$ cat config.mk
export PLATFORM = sky130hd
export DESIGN_NAME = flash_status_poller
export DESIGN_NICKNAME = d
export VERILOG_FILES = /design/src/common/flash_poll_pkg.sv /design/src/flash_bus_cycle.sv /design/src/flash_status_poller.sv
export SDC_FILE = /design/constraint.sdc
export NUM_CORES = 1
export LEC_CHECK = 0
export BUFFER_PORTS_ARGS = -buffer_cell sky130_fd_sc_hd__buf_4
export CAP_MARGIN = 20
export CORE_MARGIN = 4
export CORE_UTILIZATION = 49
export DETAILED_ROUTE_END_ITERATION = 7
export PLACE_DENSITY = 0.83
export SYNTH_ARGS = -nofsm -noshare
export SYNTH_HDL_FRONTEND = slang
export SYNTH_SLANG_ARGS = --single-unit
$ cat constraint.sdc
create_clock -name clock -period 2.1 [get_ports clock]
set_input_delay 0.42 -clock clock [delete_from_list [all_inputs] [get_ports clock]]
set_output_delay 0.42 -clock clock [all_outputs]
set_load 0.005 [all_outputs]
$ cat src/common/flash_poll_pkg.sv
/*
 * Constants, state codes and timing for the flash status poller.
 * Assumes a 50 MHz system clock and an 8-bit flash data bus.
 */
package flash_poll_pkg;
    // System clock rate and bus cycle timing.
    localparam int CLK_MHZ = 50;
    localparam int T_STROBE_NS = 70;
    localparam int T_RECOV_NS = 30;
    // Least times round up to whole cycles.
    localparam int STROBE_CYC = (T_STROBE_NS * CLK_MHZ + 999) / 1000;
    localparam int RECOV_CYC = (T_RECOV_NS * CLK_MHZ + 999) / 1000;
    localparam int SYNC_STAGES = 2;
    localparam int CNT_W = 4;
    // Strobe stays low long enough for data to pass the synchroniser.
    localparam logic [CNT_W-1:0] HOLD_CNT =
        CNT_W'(STROBE_CYC + SYNC_STAGES - 1);
    localparam logic [CNT_W-1:0] RECOV_CNT = CNT_W'(RECOV_CYC - 1);
    localparam logic [CNT_W-1:0] CNT_ZERO = 4'h0;

    // Status bit positions on the data bus.
    localparam int POLL_BIT = 7;
    localparam int TOGGLE_BIT = 6;
    localparam int FAIL_BIT = 5;
    localparam int SECTOR_BIT = 2;

    // Reset command that returns the device to array reads.
    localparam logic [7:0] RESET_CMD = 8'hF0;

    // Polling modes.
    localparam logic MODE_DATA = 1'b0;
    localparam logic MODE_TOGGLE = 1'b1;

    typedef enum logic [5:0] {
        S_IDLE = 6'h01,
        S_FIRST = 6'h02,
        S_SECOND = 6'h04,
        S_RECHECK = 6'h08,
        S_FINAL = 6'h10,
        S_RESET = 6'h20
    } poll_state_e;

    typedef enum logic [2:0] {
        CY_IDLE = 3'h1,
        CY_STROBE = 3'h2,
        CY_RECOV = 3'h4
    } cycle_state_e;
endpackage : flash_poll_pkg

$ cat src/flash_bus_cycle.sv
/*
 * One read or write cycle on the flash pins, with a two-stage
 * synchroniser on the data inputs. Assumes the caller starts a new
 * cycle only after done, and that the pins are in another time domain.
 */
`timescale 1ns/1ps
module flash_bus_cycle
    import flash_poll_pkg::*;
#(
    parameter int ADDR_W = 21,
    parameter int DATA_W = 8
) (
    input wire logic clock,
    input wire logic resetn,
    input wire logic start,
    input wire logic write,
    input wire logic [ADDR_W-1:0] addr,
    input wire logic [DATA_W-1:0] wdata,
    output logic done,
    output logic [DATA_W-1:0] rdata,
    output logic ce_n,
    output logic oe_n,
    output logic we_n,
    output logic [ADDR_W-1:0] addr_out,
    output logic [DATA_W-1:0] dq_out,
    output logic dq_oe,
    input wire logic [DATA_W-1:0] dq_in
);
    cycle_state_e state_ff;
    logic [CNT_W-1:0] cnt_ff;
    logic [DATA_W-1:0] dq_meta_ff, dq_sync_ff;
    logic done_ff, ce_n_ff, oe_n_ff, we_n_ff, dq_oe_ff;
    logic [DATA_W-1:0] rdata_ff, dq_out_ff;
    logic [ADDR_W-1:0] addr_out_ff;

    wire cnt_end = (cnt_ff == CNT_ZERO);
    wire go = (state_ff == CY_IDLE) && start;

    // Data pins cross into the clock domain through two flops.
    always_ff @(posedge clock or negedge resetn) begin
        if (!resetn) begin
            dq_meta_ff <= '0;
            dq_sync_ff <= '0;
        end else begin
            dq_meta_ff <= dq_in;
            dq_sync_ff <= dq_meta_ff;
        end
    end

    // Cycle sequencer: strobe phase, then recovery before done.
    always_ff @(posedge clock or negedge resetn) begin
        if (!resetn) begin
            state_ff <= CY_IDLE;
            cnt_ff <= CNT_ZERO;
            done_ff <= 1'b0;
            ce_n_ff <= 1'b1;
            oe_n_ff <= 1'b1;
            we_n_ff <= 1'b1;
            dq_oe_ff <= 1'b0;
            rdata_ff <= '0;
            dq_out_ff <= '0;
            addr_out_ff <= '0;
        end else begin
            done_ff <= 1'b0;
            unique case (state_ff)
                CY_IDLE: if (go) begin
                    addr_out_ff <= addr;
                    dq_out_ff <= wdata;
                    dq_oe_ff <= write;
                    ce_n_ff <= 1'b0;
                    oe_n_ff <= write;
                    we_n_ff <= !write;
                    cnt_ff <= HOLD_CNT;
                    state_ff <= CY_STROBE;
                end
                CY_STROBE: if (cnt_end) begin
                    // Sampled before release, so read data is stable.
                    rdata_ff <= dq_sync_ff;
                    ce_n_ff <= 1'b1;
                    oe_n_ff <= 1'b1;
                    we_n_ff <= 1'b1;
                    cnt_ff <= RECOV_CNT;
                    state_ff <= CY_RECOV;
                end else begin
                    cnt_ff <= cnt_ff - 4'h1;
                end
                CY_RECOV: if (cnt_end) begin
                    // Data is held past the write strobe for hold time.
                    dq_oe_ff <= 1'b0;
                    done_ff <= 1'b1;
                    state_ff <= CY_IDLE;
                end else begin
                    cnt_ff <= cnt_ff - 4'h1;
                end
            endcase
        end
    end

    assign done = done_ff;
    assign rdata = rdata_ff;
    assign ce_n = ce_n_ff;
    assign oe_n = oe_n_ff;
    assign we_n = we_n_ff;
    assign addr_out = addr_out_ff;
    assign dq_out = dq_out_ff;
    assign dq_oe = dq_oe_ff;
endmodule : flash_bus_cycle

$ cat src/flash_status_poller.sv
/*
 * Host-side poller for a parallel flash write operation: data polling
 * on the complement bit or toggle polling, with failure recovery.
 * Assumes the user starts it after the last write of the program or
 * erase command and gives a valid status address.
 */
`timescale 1ns/1ps
module flash_status_poller
    import flash_poll_pkg::*;
#(
    parameter int ADDR_W = 21,
    parameter int DATA_W = 8
) (
    input wire logic clock,
    input wire logic resetn,
    input wire logic start,
    input wire logic mode,
    input wire logic [ADDR_W-1:0] valid_status_address,
    input wire logic [DATA_W-1:0] expect_data,
    input wire logic abort,
    output logic busy,
    output logic pass,
    output logic fail,
    output logic aborted,
    output logic [DATA_W-1:0] result_data,
    output logic sector_toggling,
    output logic device_ready,
    output logic ce_n,
    output logic oe_n,
    output logic we_n,
    output logic [ADDR_W-1:0] addr_out,
    output logic [DATA_W-1:0] dq_out,
    output logic dq_oe,
    input wire logic [DATA_W-1:0] dq_in,
    input wire logic ready_busy_out_n
);
    poll_state_e state_ff, nxt_state;
    logic issue_ff, nxt_issue;
    logic mode_ff;
    logic [ADDR_W-1:0] addr_ff;
    logic [DATA_W-1:0] exp_ff, prev_ff, result_ff;
    logic busy_ff, pass_ff, fail_ff, aborted_ff, sector_tog_ff;
    logic rb_meta_ff, ready_ff;
    logic cyc_done;
    logic [DATA_W-1:0] rdata;

    // True when bit pos differs between two bytes.
    function automatic logic bit_differs(input logic [DATA_W-1:0] a,
                                         input logic [DATA_W-1:0] b,
                                         input int pos);
        bit_differs = a[pos] ^ b[pos];
    endfunction : bit_differs

    // Status decode of the byte just read.
    wire poll_match = !bit_differs(rdata, exp_ff, POLL_BIT);
    wire toggled = bit_differs(rdata, prev_ff, TOGGLE_BIT);
    wire sector_tog = bit_differs(rdata, prev_ff, SECTOR_BIT);
    wire fail_seen = rdata[FAIL_BIT];
    wire is_toggle = (mode_ff == MODE_TOGGLE);
    wire recheck_ok = is_toggle ? !toggled : poll_match;
    wire cyc_write = (state_ff == S_RESET);
    wire in_loop = (state_ff == S_FIRST) || (state_ff == S_SECOND);

    // Polling sequence; abort is honoured only between reads so the
    // pins never see a cut-short strobe.
    always_comb begin
        nxt_state = state_ff;
        nxt_issue = 1'b0;
        unique case (state_ff)
            S_IDLE: if (start) begin
                nxt_state = S_FIRST;
                nxt_issue = 1'b1;
            end
            S_FIRST: if (cyc_done) begin
                nxt_issue = !abort;
                if (abort) begin
                    nxt_state = S_IDLE;
                end else if (is_toggle) begin
                    nxt_state = S_SECOND;
                end else if (poll_match) begin
                    nxt_state = S_FINAL;
                end else if (fail_seen) begin
                    nxt_state = S_RECHECK;
                end
            end
            S_SECOND: if (cyc_done) begin
                nxt_issue = !abort;
                if (abort) begin
                    nxt_state = S_IDLE;
                end else if (!toggled) begin
                    nxt_state = S_FINAL;
                end else if (fail_seen) begin
                    nxt_state = S_RECHECK;
                end
            end
            S_RECHECK: if (cyc_done) begin
                nxt_issue = 1'b1;
                nxt_state = recheck_ok ? S_FINAL : S_RESET;
            end
            S_FINAL: if (cyc_done) begin
                nxt_state = S_IDLE;
            end
            S_RESET: if (cyc_done) begin
                nxt_state = S_IDLE;
            end
        endcase
    end

    // State, request pulse and the captured order.
    always_ff @(posedge clock or negedge resetn) begin
        if (!resetn) begin
            state_ff <= S_IDLE;
            issue_ff <= 1'b0;
            mode_ff <= MODE_DATA;
            addr_ff <= '0;
            exp_ff <= '0;
        end else begin
            state_ff <= nxt_state;
            issue_ff <= nxt_issue;
            if (state_ff == S_IDLE && start) begin
                mode_ff <= mode;
                addr_ff <= valid_status_address;
                exp_ff <= expect_data;
            end
        end
    end

    // Previous byte for toggle compare, and result reporting.
    always_ff @(posedge clock or negedge resetn) begin
        if (!resetn) begin
            prev_ff <= '0;
            result_ff <= '0;
            busy_ff <= 1'b0;
            pass_ff <= 1'b0;
            fail_ff <= 1'b0;
            aborted_ff <= 1'b0;
            sector_tog_ff <= 1'b0;
        end else begin
            busy_ff <= (nxt_state != S_IDLE);
            pass_ff <= (state_ff == S_FINAL) && cyc_done;
            fail_ff <= cyc_write && cyc_done;
            aborted_ff <= in_loop && cyc_done && abort;
            if (cyc_done && !cyc_write) begin
                prev_ff <= rdata;
            end
            if (state_ff == S_FINAL && cyc_done) begin
                result_ff <= rdata;
            end
            if (state_ff == S_IDLE && start) begin
                sector_tog_ff <= 1'b0;
            end else if (cyc_done && !cyc_write &&
                         state_ff != S_FIRST) begin
                sector_tog_ff <= sector_tog;
            end
        end
    end

    // Ready/busy pin is asynchronous; two flops before use.
    always_ff @(posedge clock or negedge resetn) begin
        if (!resetn) begin
            rb_meta_ff <= 1'b0;
            ready_ff <= 1'b0;
        end else begin
            rb_meta_ff <= ready_busy_out_n;
            ready_ff <= rb_meta_ff;
        end
    end

    flash_bus_cycle #(
        .ADDR_W(ADDR_W),
        .DATA_W(DATA_W)
    ) u_cycle (
        .clock(clock),
        .resetn(resetn),
        .start(issue_ff),
        .write(cyc_write),
        .addr(addr_ff),
        .wdata(RESET_CMD),
        .done(cyc_done),
        .rdata(rdata),
        .ce_n(ce_n),
        .oe_n(oe_n),
        .we_n(we_n),
        .addr_out(addr_out),
        .dq_out(dq_out),
        .dq_oe(dq_oe),
        .dq_in(dq_in)
    );

    assign busy = busy_ff;
    assign pass = pass_ff;
    assign fail = fail_ff;
    assign aborted = aborted_ff;
    assign result_data = result_ff;
    assign sector_toggling = sector_tog_ff;
    assign device_ready = ready_ff;
endmodule : flash_status_poller

==> impl_metrics.env <==
export IMPL_synth_seq_cells=105
export IMPL_io_pins=90
export IMPL_insertion_delay_ps=360
export IMPL_fin_crit_sh_pct=99.4
export IMPL_gp_congestion=0.869
export IMPL_synth_top_cell_by_area="dfrtp_1"
export IMPL_powerDensity_nw_per_um2=931
export IMPL_layout_nets=463
export IMPL_arrival_ps=2380
export IMPL_pre_cts_slack_ps=15.8
export IMPL_cp_end_kind="register"
export IMPL_maxCapViolCount=0
export IMPL_syn_to_final_growth_pct=23.9
export IMPL_grt_ovfl_total=0
export IMPL_netlist_area_um2=4320
export IMPL_min_delay_path_class="input pin to register"
export IMPL_synth_flop_cell="dfrtp_1"
export IMPL_ant_nets=0
export IMPL_synthArstFlopShare_pct=100
export IMPL_die_h_um=102
export IMPL_dp_hpwl_um=6230
export IMPL_criticalPathCategory="register to register"
export IMPL_finalHoldViolCount=0
export IMPL_synth_most_common_cell="dfrtp_1"
export IMPL_die_area_um2=10400
export IMPL_layout_drive_gt1_share_pct=46.3
export IMPL_synth_warnings=0
export IMPL_internal_power_uw=3470
export IMPL_dp_cells=515
export IMPL_synth_common_cells="100 x dfrtp_1, 62 x mux2_2, 15 x nor2_1"
export IMPL_dr_pass1_iters=5
export IMPL_portBuffers=78
export IMPL_rows=34
export IMPL_die_w_um=102
export IMPL_rsz0062_at_grt="yes"
export IMPL_clock_path_buffers=2
export IMPL_cts_max_level=3
export IMPL_peakVddDrop_v=0.000544
export IMPL_setup_violations=0
export IMPL_yosys_top_cells_area="dfrtp_1 58%, mux2_2 16%, dfstp_2 3.0%, buf_4 1.6%, nor2_1 1.3%"
export IMPL_wl_um=8680
export IMPL_final_cells=531
export IMPL_track_usage_pct=17.3
export IMPL_cts_made_buffers=9
export IMPL_synth_edf_count=0
export IMPL_cts_sinks=105
export IMPL_num_antenna_cells=0
export IMPL_max_freq_mhz=479
export IMPL_utilization_pct=62.0
export IMPL_cts_clk_slew_worst_paths_ps=100
export IMPL_required_ps=2390
export IMPL_power_switching_uw=1520
export IMPL_clkPwrFrac_pct=25.5
export IMPL_cts_root_buf="clkbuf_8"
export IMPL_num_vias=2885
export IMPL_syn_inst=326
export IMPL_start_kind="register"
export IMPL_setup_tns_ps=0
export IMPL_grt_pass1_wl_um=14000
export IMPL_wire_per_inst_um=16.3
export IMPL_synth_top_area_share_pct=57.9
export IMPL_worst_path_max_fanout=4
export IMPL_status="finished clean"
export IMPL_routed_via_density=5.43
export IMPL_core_area_um2=8640
export IMPL_ys_types=56
export IMPL_grt_max_degree=54
export IMPL_power_frac_seq_pct=49.6
export IMPL_swShare_pct=30.4
export IMPL_drt_first_iter_violations=144
export IMPL_start_util_pct=50.1
export IMPL_maxSlewViolCount=0
export IMPL_antenna_found_initial=0
export IMPL_finClkSkew_ps=8.77
export IMPL_fin_ws_ps=12.8
export IMPL_post_route_min_period_ps=2090
export IMPL_cts_tree="built"
export IMPL_combPwrFrac_pct=24.9
export IMPL_grt_pass1_vias=2877
export IMPL_avgSynthCellArea_um2=13.3
export IMPL_drc_errors=0
export IMPL_power_leakage_uw=0.00260
export IMPL_yosysSeqAreaShare_pct=60.9
-- critical path: stages, from the launching register on --
cell	delay, ps
dfrtp_2	450
or4_4	570
or4_1	510
o211a_1	180
a31o_1	230
nand4b_1	80
-- logic make-up after synthesis --
family	after synthesis	synth area share, %
and+or+nand+nor	72	9.81
AOI/OAI and AO/OA	45	6.86
buffers and inverters	31	4.02
muxes	64	16.6
xor gates and xnor gates	7	1.42
adders and majority gates	1	0.289
DFF	105	60.9
other	1	0.0867
-- flip-flops by register name (all words and copies together) (netlist names), 2 cells and up --
register,count
addr_ff,21
u_cycle.rdata,8
u_cycle.dq_sync_ff,8
u_cycle.dq_meta_ff,8
u_cycle.state_ff,3
result_data,8
u_cycle.cnt_ff,4
prev_ff,2
state_ff,6
u_cycle.addr_out,21
-- layout make-up --
type | instances | area, µm²
fillers | 667 | 3280
multi-input cells | 193 | 1540
flip-flops and latches | 105 | 2640
inverters | 10 | 37.5
clock inverters | 6 | 77.6
well taps | 108 | 135
repair buffers | 100 | 803
clock buffers | 9 | 124
-- placed cells by master (no fill, tap or decap), types with 3 or more instances in the layout --
cell type  instances
nand2_1            8
nand3_1            5
a31oi_1            4
a21oi_1            8
or3_1              4
o22ai_1            5
o21ai_0           11
clkbuf_8           9
buf_12             4
xnor2_1            4
nor3b_1            4
conb_1             4
or3b_2             3
mux2_2            62
dfrtp_1           98
xor2_1             3
nor2_1            15
nor3_2             3
nor3_1             6
dfstp_2            5
inv_1             10
buf_4             95
-- power by group through the flow --
stage,logic (µW),registers [µW],clock network [µW]
finish,1240,2470,1270
global route,1370,2510,1380
CTS,1230,2480,1300
detailed placement,1210,2510,0
global placement,1180,2490,0
floorplan,820,2450,0
-- per-stage QoR --
stage	cell area, µm²	power (µW)	hold WS [ps]
floorplan	4340	3270	124
global placement	5130	3670	331
finish	5360	4990	158
detailed placement	5130	3730	336
global route	5360	5260	136
CTS	5340	5000	146
-- what timing repair did --
action,in CTS,in global routing
gates resized for setup,0,6
hold buffers,1,0
endpoints found under the hold margin,20,0
buffers inserted,0,0
endpoints found under the setup margin,0,10
-- worst paths after layout --
| check | slack (ps) | startpoint | endpoint | depth (start not counted) |
|---|---|---|---|---|
| setup / recovery | 10 | state_ff[5] | busy | 5 |
| hold / removal | 160 | dq_in[1] | u_cycle.dq_meta_ff[1] | 1 |
| setup reg to reg | 10 | state_ff[5] | busy | 5 |
| hold reg to reg | 360 | u_cycle.dq_meta_ff[1] | u_cycle.dq_sync_ff[1] | 0 |
| max in group asynchronous | 920 | resetn | u_cycle.addr_out[1] | 3 |
| min in group asynchronous | 490 | resetn | u_cycle.addr_out[11] | 2 |
-- metal layers --
metal  part of all wire (%)  up-vias  track usage, %
met4                    1.9        0            5.95
met2                     48       89            26.5
li1                       -     1337               -
met1                     42     1442            23.4
met5                      0        -               0
met3                    7.8       17            5.73
(Power assumes the default switching activity.)
